<file path="config.mk">
export PLATFORM = sky130hd
export DESIGN_NAME = sdram_command_decode
export DESIGN_NICKNAME = d
export VERILOG_FILES = /design/src/design/sdram_cmd_pkg.sv /design/src/design/mode_reg_mem.sv /design/src/design/sdram_command_decode.sv
export VERILOG_INCLUDE_DIRS = /design/src /design/src/design
export SDC_FILE = /design/constraint.sdc
export NUM_CORES = 1
export LEC_CHECK = 0
export ABC_AREA = 0
export BUFFER_PORTS_ARGS = -buffer_cell sky130_fd_sc_hd__clkbuf_2
export CORE_MARGIN = 4
export CORE_UTILIZATION = 45
export CTS_CLUSTER_DIAMETER = 40
export DETAILED_ROUTE_END_ITERATION = 6
export GPL_TIMING_DRIVEN = 0
export MAX_ROUTING_LAYER = met4
export PLACE_DENSITY = 0.72
export SYNTH_ARGS = -nofsm -noshare
export SYNTH_HDL_FRONTEND = slang
export SYNTH_HIERARCHICAL = 1
export SYNTH_SLANG_ARGS = --single-unit
</file>
<file path="constraint.sdc">
create_clock -name ref_clk -period 11.6 [get_ports ref_clk]
set_clock_uncertainty 0.15 [all_clocks]
set_input_delay 0.58 -clock ref_clk [delete_from_list [all_inputs] [get_ports ref_clk]]
set_output_delay 0.58 -clock ref_clk [all_outputs]
set_load 0.02 [all_outputs]
</file>
<file path="src/design/sdram_cmd_defs.svh">
// Purpose: Offsets, field positions, reset values and cycle counts of the command decoder
// Assumes: 200 MHz ref_clk
// Notes: Definitions only
`ifndef SDRAM_CMD_DEFS_SVH
`define SDRAM_CMD_DEFS_SVH

// Address line positions
`define ADDR_AP_BIT 10
`define ADDR_BL_BIT 12
`define ADDR_W 16
`define BANK_W 3
`define BANKS 8
`define DM_W 2

// Row field top bit per organisation
`define ROW_MSB_NARROW 4'hf
`define ROW_MSB_WIDE 4'he
`define COL_MSB 4'h9

// Burst-length field of mode register 0
`define MR0_BL_LSB 0
`define MR0_BL_FIXED8 2'h0
`define MR0_BL_OTF 2'h1
`define MR0_BL_FIXED4 2'h2
`define MR0_RESET 16'h0000

// Burst durations in clocks
`define BURST8_CYCLES 3'h4
`define CHOP4_CYCLES 3'h2

// Internal busy windows
`define EXIT_NS 20
`define REFRESH_NS 160
`define CLK_NS 5
`define EXIT_CYCLES (((`EXIT_NS) + (`CLK_NS) - 1) / (`CLK_NS))
`define REFRESH_CYCLES (((`REFRESH_NS) + (`CLK_NS) - 1) / (`CLK_NS))

`endif

</file>
<file path="src/design/sdram_cmd_pkg.sv">
// Purpose: Types shared by the command decoder files
// Assumes: sdram_cmd_defs.svh
// Notes: Types only
`include "sdram_cmd_defs.svh"
package sdram_cmd_pkg;
    // Controller pin bundle sampled each edge
    typedef struct packed {
        logic cs_n;
        logic ras_n;
        logic cas_n;
        logic we_n;
        logic cke;
        logic [`BANK_W-1:0] ba;
        logic [`ADDR_W-1:0] addr;
        logic [`DM_W-1:0] dm;
    } cmd_pins_type;

    typedef enum logic [3:0] {
        CMD_MRS, CMD_REF, CMD_PRE, CMD_ACT, CMD_WR, CMD_RD, CMD_ZQ, CMD_NOP, CMD_DES
    } cmd_type;

    typedef enum logic [1:0] {
        PWR_ACTIVE, PWR_ACT_PD, PWR_PRE_PD, PWR_SELF_REF
    } pwr_state_type;
endpackage

</file>
<file path="src/design/mode_reg_mem.sv">
// Purpose: Four mode registers with a registered read port
// Assumes: Single clock, reset already synchronised
// Notes: Write and read of the same word in one cycle returns the old word
`timescale 1ns/100ps
`default_nettype none
`include "sdram_cmd_defs.svh"
module mode_reg_mem (
    // Clock and reset
    input wire logic clk,
    input wire logic rst_n,
    // Write side
    input wire logic wr_en,
    input wire logic [1:0] wr_sel,
    input wire logic [`ADDR_W-1:0] wr_data,
    // Read side
    input wire logic [1:0] rd_sel,
    output logic [`ADDR_W-1:0] rd_data
);
    logic [`ADDR_W-1:0] mem_r [4];

    // Storage cleared to a known mode at reset
    always_ff @(posedge clk or negedge rst_n) begin
        if (!rst_n) begin
            for (int i = 0; i < 4; i++) begin
                mem_r[i] <= `MR0_RESET;
            end
        end else if (wr_en) begin
            mem_r[wr_sel] <= wr_data;
        end
    end

    // Registered read keeps the top outputs flop-driven
    always_ff @(posedge clk or negedge rst_n) begin
        if (!rst_n) begin
            rd_data <= `MR0_RESET;
        end else begin
            rd_data <= mem_r[rd_sel];
        end
    end
endmodule
`default_nettype wire

</file>
<file path="src/design/sdram_command_decode.sv">
// Purpose: Command decode and clock-enable state logic of a DDR3L SDRAM die
// Assumes: Command pins arrive from the controller, sampled on ref_clk at 200 MHz
// Notes: Data path and per-command timing are outside this block
// Contract
// - Decode command from strobes and CKE each edge
// - Chip select high is deselect, acts as nop
// - No-operation registers nothing, ends nothing
// - Strobe combinations map to the eight commands
// - Bank address selects bank; A10 precharges all
// - Mode set: bank picks one of four
// - A10 auto precharge; A12 chop when OTF
// - Bursts run to completion, never interrupted
// - ZQ long or short by A10; init variant first
// - Reset is active low and asynchronous
// - On-die termination input affects nothing here
// - Self refresh exits on CKE rise with nop
// - No own refresh while in power-down
// - Idle means banks closed, no burst, settled
// - CKE low-low holds, low-high with nop exits
// - CKE fall enters active, precharge PD or self refresh
// - Row field top bit follows the organisation
// - Masked write bytes are not stored
`timescale 1ns/100ps
`default_nettype none
`include "sdram_cmd_defs.svh"
module sdram_command_decode (
    // Clock and reset
    input wire logic ref_clk,
    input wire logic reset_n,
    // Controller command pins
    input wire sdram_cmd_pkg::cmd_pins_type pins,
    input wire logic odt,
    // Configuration
    input wire logic org_wide,
    input wire logic [1:0] mr_rd_sel,
    // Bank and burst state
    output logic [`BANKS-1:0] bank_open,
    output logic burst_active,
    output logic burst_write,
    output logic burst_len8,
    output logic burst_auto_pre,
    output logic [`BANK_W-1:0] burst_bank,
    output logic [`ADDR_W-1:0] col_addr,
    output logic [`ADDR_W-1:0] act_row,
    output logic [`DM_W-1:0] byte_we,
    // Power state
    output sdram_cmd_pkg::pwr_state_type pwr_state,
    output logic idle,
    // Command events
    output sdram_cmd_pkg::cmd_type last_cmd,
    output logic refresh_pulse,
    output logic mrs_pulse,
    output logic zq_init_pulse,
    output logic zq_oper_pulse,
    output logic zq_short_pulse,
    output logic [`ADDR_W-1:0] mr_rd_data
);
    // Reset release through two flops; the pin still clears everything at once
    logic rst_meta_r, rst_n_r;
    always_ff @(posedge ref_clk or negedge reset_n) begin
        if (!reset_n) begin
            rst_meta_r <= 1'b0;
            rst_n_r <= 1'b0;
        end else begin
            rst_meta_r <= 1'b1;
            rst_n_r <= rst_meta_r;
        end
    end

    // Pin bundle passes three flops; a new value counts once stages two and three agree
    sdram_cmd_pkg::cmd_pins_type s1_r, s2_r, s3_r, cur_r;
    logic cke_prev_r;
    // Strobes read inactive while the late stages disagree, so a command held for two
    // cycles acts once; other lines keep their last agreed level through address noise
    wire sdram_cmd_pkg::cmd_pins_type strobe_mask = '{cs_n: 1'b1, ras_n: 1'b1, cas_n: 1'b1,
        we_n: 1'b1, default: '0};
    wire [$bits(sdram_cmd_pkg::cmd_pins_type)-1:0] agree = ~(s2_r ^ s3_r);
    wire sdram_cmd_pkg::cmd_pins_type cur_nxt = (agree & s3_r) | (~agree & strobe_mask)
        | (~agree & ~strobe_mask & cur_r);
    always_ff @(posedge ref_clk or negedge rst_n_r) begin
        if (!rst_n_r) begin
            s1_r <= '{cs_n: 1'b1, ras_n: 1'b1, cas_n: 1'b1, we_n: 1'b1, default: '0};
            s2_r <= '{cs_n: 1'b1, ras_n: 1'b1, cas_n: 1'b1, we_n: 1'b1, default: '0};
            s3_r <= '{cs_n: 1'b1, ras_n: 1'b1, cas_n: 1'b1, we_n: 1'b1, default: '0};
            cur_r <= '{cs_n: 1'b1, ras_n: 1'b1, cas_n: 1'b1, we_n: 1'b1, default: '0};
            cke_prev_r <= 1'b0;
        end else begin
            s1_r <= pins;
            s2_r <= s1_r;
            s3_r <= s2_r;
            cur_r <= cur_nxt;
            cke_prev_r <= cur_r.cke;
        end
    end

    // Strobe decode; cs_n high overrides every other pin
    function automatic sdram_cmd_pkg::cmd_type decode_cmd(input sdram_cmd_pkg::cmd_pins_type p);
        logic [2:0] s;
        s = {p.ras_n, p.cas_n, p.we_n};
        if (p.cs_n) begin
            decode_cmd = sdram_cmd_pkg::CMD_DES;
        end else begin
            case (s)
                3'h0: decode_cmd = sdram_cmd_pkg::CMD_MRS;
                3'h1: decode_cmd = sdram_cmd_pkg::CMD_REF;
                3'h2: decode_cmd = sdram_cmd_pkg::CMD_PRE;
                3'h3: decode_cmd = sdram_cmd_pkg::CMD_ACT;
                3'h4: decode_cmd = sdram_cmd_pkg::CMD_WR;
                3'h5: decode_cmd = sdram_cmd_pkg::CMD_RD;
                3'h6: decode_cmd = sdram_cmd_pkg::CMD_ZQ;
                default: decode_cmd = sdram_cmd_pkg::CMD_NOP;
            endcase
        end
    endfunction

    // State registers
    sdram_cmd_pkg::pwr_state_type pwr_r, pwr_nxt;
    logic [`BANKS-1:0] open_r;
    wire [`BANKS-1:0] open_nxt;
    logic burst_r;
    logic [2:0] burst_cnt_r;
    logic [7:0] exit_cnt_r, ref_cnt_r;
    logic [1:0] mr0_bl_r;
    logic zq_done_r;

    // The odt pin is deliberately left out of every decode term
    wire odt_unused = odt;
    wire sdram_cmd_pkg::cmd_type cmd = decode_cmd(cur_r);
    wire nop_like = (cmd == sdram_cmd_pkg::CMD_DES) || (cmd == sdram_cmd_pkg::CMD_NOP);
    wire cke_hh = cke_prev_r && cur_r.cke;
    wire cke_hl = cke_prev_r && !cur_r.cke;
    wire cke_lh = !cke_prev_r && cur_r.cke;
    wire live = cke_hh && (pwr_r == sdram_cmd_pkg::PWR_ACTIVE);
    wire a10 = cur_r.addr[`ADDR_AP_BIT];
    wire [`BANK_W-1:0] ba = cur_r.ba;
    wire is_mrs = live && (cmd == sdram_cmd_pkg::CMD_MRS);
    wire is_ref = live && (cmd == sdram_cmd_pkg::CMD_REF);
    wire is_pre = live && (cmd == sdram_cmd_pkg::CMD_PRE);
    wire is_act = live && (cmd == sdram_cmd_pkg::CMD_ACT);
    wire is_zq = live && (cmd == sdram_cmd_pkg::CMD_ZQ);
    // A burst in flight refuses a new column command rather than being cut short
    wire rw_cmd = live && ((cmd == sdram_cmd_pkg::CMD_RD) || (cmd == sdram_cmd_pkg::CMD_WR));
    wire rw_go = rw_cmd && !burst_r && open_r[ba];
    wire otf_en = (mr0_bl_r == `MR0_BL_OTF);
    wire len8 = otf_en ? cur_r.addr[`ADDR_BL_BIT] : (mr0_bl_r != `MR0_BL_FIXED4);
    wire burst_end = burst_r && (burst_cnt_r == 3'h1);
    wire ap_close = burst_end && burst_auto_pre;
    // Settled leaves out the present clock enable, so self refresh entry can use it
    wire settled = (open_r == '0) && !burst_r && (exit_cnt_r == 8'h0)
        && (ref_cnt_r == 8'h0) && (pwr_r == sdram_cmd_pkg::PWR_ACTIVE);
    wire idle_now = settled && cur_r.cke;
    wire [3:0] row_msb = org_wide ? `ROW_MSB_WIDE : `ROW_MSB_NARROW;
    wire [`ADDR_W-1:0] row_mask = 16'hffff >> (4'hf - row_msb);
    wire [`ADDR_W-1:0] col_mask = 16'hffff >> (4'hf - `COL_MSB);

    // Per-bank open flags: activate opens, precharge or auto precharge closes
    genvar gb;
    generate
        for (gb = 0; gb < `BANKS; gb++) begin : g_bank
            wire hit = (ba == 3'(gb));
            wire pre_hit = is_pre && (a10 || hit);
            wire ap_hit = ap_close && (burst_bank == 3'(gb));
            assign open_nxt[gb] = (open_r[gb] || (is_act && hit)) && !pre_hit && !ap_hit;
        end
    endgenerate

    // Clock-enable state machine
    always_comb begin
        pwr_nxt = pwr_r;
        case (pwr_r)
            sdram_cmd_pkg::PWR_ACTIVE: begin
                if (cke_hl && nop_like) begin
                    pwr_nxt = (open_r != '0) ? sdram_cmd_pkg::PWR_ACT_PD
                        : sdram_cmd_pkg::PWR_PRE_PD;
                end else if (cke_hl && (cmd == sdram_cmd_pkg::CMD_REF) && settled) begin
                    pwr_nxt = sdram_cmd_pkg::PWR_SELF_REF;
                end
            end
            sdram_cmd_pkg::PWR_ACT_PD, sdram_cmd_pkg::PWR_PRE_PD: begin
                if (cke_lh && nop_like) begin
                    pwr_nxt = sdram_cmd_pkg::PWR_ACTIVE;
                end
            end
            sdram_cmd_pkg::PWR_SELF_REF: begin
                if (cke_lh && nop_like) begin
                    pwr_nxt = sdram_cmd_pkg::PWR_ACTIVE;
                end
            end
            default: pwr_nxt = sdram_cmd_pkg::PWR_ACTIVE;
        endcase
    end

    // Power state, banks and exit settling
    always_ff @(posedge ref_clk or negedge rst_n_r) begin
        if (!rst_n_r) begin
            pwr_r <= sdram_cmd_pkg::PWR_ACTIVE;
            open_r <= '0;
            exit_cnt_r <= 8'h0;
            idle <= 1'b0;
        end else begin
            pwr_r <= pwr_nxt;
            open_r <= open_nxt;
            if ((pwr_r != sdram_cmd_pkg::PWR_ACTIVE) && (pwr_nxt == sdram_cmd_pkg::PWR_ACTIVE)) begin
                exit_cnt_r <= 8'(`EXIT_CYCLES);
            end else if (exit_cnt_r != 8'h0) begin
                exit_cnt_r <= exit_cnt_r - 8'h1;
            end
            idle <= idle_now;
        end
    end

    // Burst tracker; runs off its own counter so nothing can cut it
    always_ff @(posedge ref_clk or negedge rst_n_r) begin
        if (!rst_n_r) begin
            burst_r <= 1'b0;
            burst_cnt_r <= 3'h0;
            burst_write <= 1'b0;
            burst_len8 <= 1'b0;
            burst_auto_pre <= 1'b0;
            burst_bank <= '0;
            col_addr <= '0;
        end else if (rw_go) begin
            burst_r <= 1'b1;
            burst_cnt_r <= len8 ? `BURST8_CYCLES : `CHOP4_CYCLES;
            burst_write <= (cmd == sdram_cmd_pkg::CMD_WR);
            burst_len8 <= len8;
            burst_auto_pre <= a10;
            burst_bank <= ba;
            col_addr <= cur_r.addr & col_mask;
        end else if (burst_r) begin
            burst_cnt_r <= burst_cnt_r - 3'h1;
            burst_r <= !burst_end;
        end
    end
    assign burst_active = burst_r;

    // Write byte enables: a mask bit high keeps that byte out of the array
    always_ff @(posedge ref_clk or negedge rst_n_r) begin
        if (!rst_n_r) begin
            byte_we <= '0;
        end else begin
            byte_we <= (burst_r && burst_write) ? ~cur_r.dm : '0;
        end
    end

    // Command events, activate row and refresh busy window
    always_ff @(posedge ref_clk or negedge rst_n_r) begin
        if (!rst_n_r) begin
            last_cmd <= sdram_cmd_pkg::CMD_DES;
            refresh_pulse <= 1'b0;
            mrs_pulse <= 1'b0;
            zq_init_pulse <= 1'b0;
            zq_oper_pulse <= 1'b0;
            zq_short_pulse <= 1'b0;
            zq_done_r <= 1'b0;
            act_row <= '0;
            ref_cnt_r <= 8'h0;
            mr0_bl_r <= `MR0_BL_FIXED8;
        end else begin
            last_cmd <= live ? cmd : sdram_cmd_pkg::CMD_DES;
            refresh_pulse <= is_ref;
            mrs_pulse <= is_mrs;
            zq_init_pulse <= is_zq && a10 && !zq_done_r;
            zq_oper_pulse <= is_zq && a10 && zq_done_r;
            zq_short_pulse <= is_zq && !a10;
            if (is_zq && a10) begin
                zq_done_r <= 1'b1;
            end
            if (is_act) begin
                act_row <= cur_r.addr & row_mask;
            end
            if (is_ref) begin
                ref_cnt_r <= 8'(`REFRESH_CYCLES);
            end else if (ref_cnt_r != 8'h0) begin
                ref_cnt_r <= ref_cnt_r - 8'h1;
            end
            if (is_mrs && (ba[1:0] == 2'h0)) begin
                mr0_bl_r <= cur_r.addr[`MR0_BL_LSB +: 2];
            end
        end
    end
    assign bank_open = open_r;
    assign pwr_state = pwr_r;

    // Mode register storage, one of four words chosen by the low bank bits
    mode_reg_mem u_mode_regs (
        .clk(ref_clk),
        .rst_n(rst_n_r),
        .wr_en(is_mrs),
        .wr_sel(ba[1:0]),
        .wr_data(cur_r.addr),
        .rd_sel(mr_rd_sel),
        .rd_data(mr_rd_data)
    );

    // Checks
    chk_desel_quiet: assert property (@(posedge ref_clk) disable iff (!rst_n_r)
        cur_r.cs_n |=> !refresh_pulse && !mrs_pulse && !zq_short_pulse)
        else $error("deselect produced a command event");
    chk_nop_keeps_burst: assert property (@(posedge ref_clk) disable iff (!rst_n_r)
        (burst_r && burst_cnt_r > 3'h1 && nop_like) |=> burst_r)
        else $error("nop ended a burst");
    chk_ref_decode: assert property (@(posedge ref_clk) disable iff (!rst_n_r)
        (live && !cur_r.cs_n && !cur_r.ras_n && !cur_r.cas_n && cur_r.we_n) |=> refresh_pulse)
        else $error("refresh not decoded");
    chk_prea_all: assert property (@(posedge ref_clk) disable iff (!rst_n_r)
        (is_pre && a10) |=> (open_r == '0))
        else $error("precharge all left a bank open");
    chk_act_opens: assert property (@(posedge ref_clk) disable iff (!rst_n_r)
        is_act |=> open_r[$past(ba)])
        else $error("activate did not open bank");
    chk_burst_length: assert property (@(posedge ref_clk) disable iff (!rst_n_r)
        (rw_go && len8) |=> burst_r [*4] ##1 !burst_r)
        else $error("eight-beat burst wrong length");
    chk_zq_variant: assert property (@(posedge ref_clk) disable iff (!rst_n_r)
        (is_zq && a10) |=> (zq_init_pulse != zq_oper_pulse) && (zq_init_pulse == !$past(zq_done_r)))
        else $error("wrong long calibration variant");
    chk_sr_exit: assert property (@(posedge ref_clk) disable iff (!rst_n_r)
        (pwr_r == sdram_cmd_pkg::PWR_SELF_REF && cke_lh && nop_like)
        |=> pwr_r == sdram_cmd_pkg::PWR_ACTIVE ##1 exit_cnt_r != 8'h0)
        else $error("self refresh exit missed");
    chk_pd_hold: assert property (@(posedge ref_clk) disable iff (!rst_n_r)
        (pwr_r != sdram_cmd_pkg::PWR_ACTIVE && !cke_prev_r && !cur_r.cke) |=> $stable(pwr_r))
        else $error("low clock enable left power state");
    chk_pd_norefresh: assert property (@(posedge ref_clk) disable iff (!rst_n_r)
        (pwr_r != sdram_cmd_pkg::PWR_ACTIVE) |=> !refresh_pulse)
        else $error("refresh event in power-down");
    chk_pd_entry: assert property (@(posedge ref_clk) disable iff (!rst_n_r)
        (pwr_r == sdram_cmd_pkg::PWR_ACTIVE && cke_hl && nop_like && open_r != '0)
        |=> pwr_r == sdram_cmd_pkg::PWR_ACT_PD)
        else $error("active power-down not entered");
    chk_idle_meaning: assert property (@(posedge ref_clk) disable iff (!rst_n_r)
        idle |-> ($past(open_r) == '0) && !$past(burst_r) && $past(exit_cnt_r) == 8'h0)
        else $error("idle while busy");
    chk_mask_bytes: assert property (@(posedge ref_clk) disable iff (!rst_n_r)
        (burst_r && burst_write) |=> (byte_we & $past(cur_r.dm)) == '0)
        else $error("masked byte enabled");
    cov_write_burst: cover property (@(posedge ref_clk) disable iff (!rst_n_r)
        rw_go && cmd == sdram_cmd_pkg::CMD_WR ##1 burst_r [*2]);
    cov_self_ref: cover property (@(posedge ref_clk) disable iff (!rst_n_r)
        pwr_r == sdram_cmd_pkg::PWR_SELF_REF ##1 pwr_r == sdram_cmd_pkg::PWR_ACTIVE);
    cov_act_pd: cover property (@(posedge ref_clk) disable iff (!rst_n_r)
        pwr_r == sdram_cmd_pkg::PWR_ACT_PD);
endmodule
`default_nettype wire

</file>
==> impl_metrics.yaml <==
run_status:
  outcome: "completed"
critical_path:
  r2r_start: "pwr_state[1]"
  end_kind: "flip-flop"
  cpPeakStageDelay_ps: 1070
  worstSetupPathType: "reg -> reg"
  ff2ff_setup_slack_ps: 8410
  path_max_fanout: 10
  cp-start-kind: "flip-flop"
  worstPathCellList: "nand4bb_4 -> nor4_1 -> nor3b_4 -> buf_6 -> mux2_2"
  arrival_ps: 3430
  crit_slowest_cell: "nor4_1"
  cp_top_family: "simple AND/OR/NAND/NOR gates"
  crit_buf_inv: 1
  cp.required_ps: 11840
  reg2reg_depth: 5
  timing.rr.end: "u_mode_regs/mem_r[59]"
finish:
  final_common_cell: "dfrtp_1"
  stdcell_count: 1114
  syn2layout_area_growth_pct: 24.3
  layout-drive-gt1-share_pct: 38.4
  final_core_util_pct: 57.5
  layout_common_cells: "dfrtp_1 (246), clkbuf_2 (99), mux2_2 (75)"
  final_nets: 847
  nFillCells: 1681
  diodes: 0
cts:
  cts.sinks: 264
  clk_pin_slew_ps: 60
  cts_resized: 0
  cts_buffer_depth: 3
  cts_hold_buf: 4
  cts_tree: "built"
  postCtsSetupBuffers: 0
  cts_buffers: 37
  clock_latency_ps: 510
  root_buffer: "clkbuf_16"
  htreeDepth: 2
synth:
  ys.warnings.count: 6
  yosysSeqAreaShare_pct: 67.5
  yosysUniqueCellTypes: 61
  synth_flop_cell: "dfrtp_1"
  syn_inst: 658
  ys_ff_latch: 264
  syn_avg_cell_area_sq_um: 14.9
  mappedNetlistArea_sq_um: 9810
  synth_edf_count: 0
  synthArstFlopShare_pct: 100
power:
  leakage_nw: 5.96
  p_per_area_nw_per_um2: 210
  ir_drop_v: 0.000113
sta:
  tightest_slew_ps: 1300
  final-hold-violation-count: 0
  relSlewSlack_pct: 12.5
  fin_setup_tns_ps: 0
  holdWs_ps: 25.2
  rsz0062_at_grt: "no"
  min_period_ps: 3190
  max_freq_mhz: 313
  finalCritPeriodShare_pct: 27.5
  slew_violations: 0
  finalSetupViolations: 0
min_path:
  min-delay-start: "pins[3]"
  whs_path_depth: 1
  hp-class: "in -> reg"
  hold_end: "s1_r[3]"
global_route:
  overflow: 0
  grt_pass1_vias: 5917
  grt_max_degree: 60
  track_usage_pct: 16.4
  antenna_found_initial: 0
  grt_pass1_wl_microns: 30900
run:
  drv_cap: 0
floorplan:
  rows: 53
  start_util_pct: 46.2
  die-area_sq_um: 24200
  fp.dieH_microns: 156
  io_pins: 109
  die_w_microns: 156
  core_sq_um: 21200
place:
  numPortBuffers: 99
  gp_congestion: 0.870
  place_hpwl_microns: 12200
  dp.cells: 1041
routing:
  dr.first_iter.drc_count: 224
  dr.pass1.iters: 4
  vias_per_cell: 5.04
  antenna_left: 0
  vias: 5618
  wl_per_cell_microns: 16.7
  drc: 0
  routed_wl_microns: 18600
power breakdown:
group | internal, mW | leakage (nW) | switching, mW
registers | 1.00 | 3.37 | 0.0757
clock network | 0.795 | 0.661 | 0.410
logic | 0.124 | 1.92 | 0.148
total | 1.92 | 5.96 | 0.634
cells by family after synthesis:
logic type,Yosys count,share of synthesized area (%)
XOR/XNOR,7,0.625
AO/OA/AOI/OAI,48,3.35
other,2,0.0765
flip-flops,264,67.5
multiplexers,104,14.1
AND/OR/NAND/NOR,164,9.13
buffers and inverters,42,2.31
adder cells (fa/ha/maj),27,2.88
registers in the layout, summed over array words and instances (netlist names), 8 cells and up, named ones only:
| signal | count |
|---|---|
| u_mode_regs/mem_r | 64 |
| s1_r | 26 |
| ref_cnt_r | 8 |
| s2_r | 26 |
| s3_r | 26 |
| exit_cnt_r | 8 |
| u_mode_regs/rd_data | 16 |
| act_row | 16 |
| bank_open | 8 |
| col_addr | 10 |
layout make-up:
type | instances | area, sq um | area share [%]
plain buffers | 27 | 170 | 1.40
well taps | 275 | 344 | 2.82
inverters | 15 | 56.3 | 0.462
clock buffers | 45 | 1030 | 8.43
clock inverters | 23 | 330 | 2.71
multi-input cells | 357 | 2980 | 24.4
flip-flops and latches | 264 | 6630 | 54.4
repair buffers | 108 | 656 | 5.38
worst max-delay path by stage:
stage,startpoint,to,slack [ps],cells past startpoint
2_1_floorplan,rst_n_r,asynchronous set/reset pin,3580,0
3_3_place_gp,rst_n_r,s2_r[9],760,0
3_5_place_dp,pwr_state[1],u_mode_regs/mem_r[59],8380,5
4_1_cts,pwr_state[1],u_mode_regs/mem_r[59],8380,5
5_1_grt,pwr_state[1],u_mode_regs/mem_r[57],8280,5
6_report,pwr_state[1],u_mode_regs/mem_r[59],8410,5
metrics by stage:
stage | instance area, sq um | setup slack, ps | power (mW)
global route | 12200 | 8280 | 2.68
detailed placement | 10800 | 8380 | 1.37
global placement | 10700 | 757 | 1.36
finish | 12200 | 8410 | 2.56
floorplan | 9830 | 3580 | 1.28
CTS | 12200 | 8380 | 2.59
routing by layer:
layer / track usage [%] / vias up / wire length [microns] / part of all wire (%)
met2: 24.9 / 127 / 8940 / 48
met1: 22.0 / 2841 / 8240 / 44
met4: 5.92 / 0 / 496 / 2.7
met3: 3.63 / 44 / 892 / 4.8
li1: - / 2606 / - / -
met5: - / - / 0 / 0
worst reg2reg max path, delay by kind of cell (launching register included):
family	cells	cell delay [ps]
flops	1	420
mux	1	360
buf+inv	1	240
simple gates	3	1920
cell usage after synthesis (4+ instances only):
cell,count,share of area (%)
dfrtp_1,247,63
mux2_2,75,8.6
nand2_1,59,2.3
nor2_1,33,1.3
maj3_1,22,2.2
dfstp_2,17,4.6
mux4_2,17,3.9
inv_1,15,0.57
a21oi_1,12,0.61
o21ai_0,12,0.61
clkbuf_1,10,0.38
buf_4,8,0.61
nand3_1,8,0.41
mux2_4,7,1.1
nor2b_1,7,0.45
a22oi_1,6,0.46
nand2b_1,6,0.38
nand4_1,6,0.38
nor3_1,6,0.31
nor4_1,6,0.38
or2_2,6,0.38
buf_2,5,0.25
ha_1,5,0.64
mux2i_1,5,0.51
or3_1,4,0.25
xnor2_1,4,0.36
No activity file was read; power rests on OpenSTA's default activity.
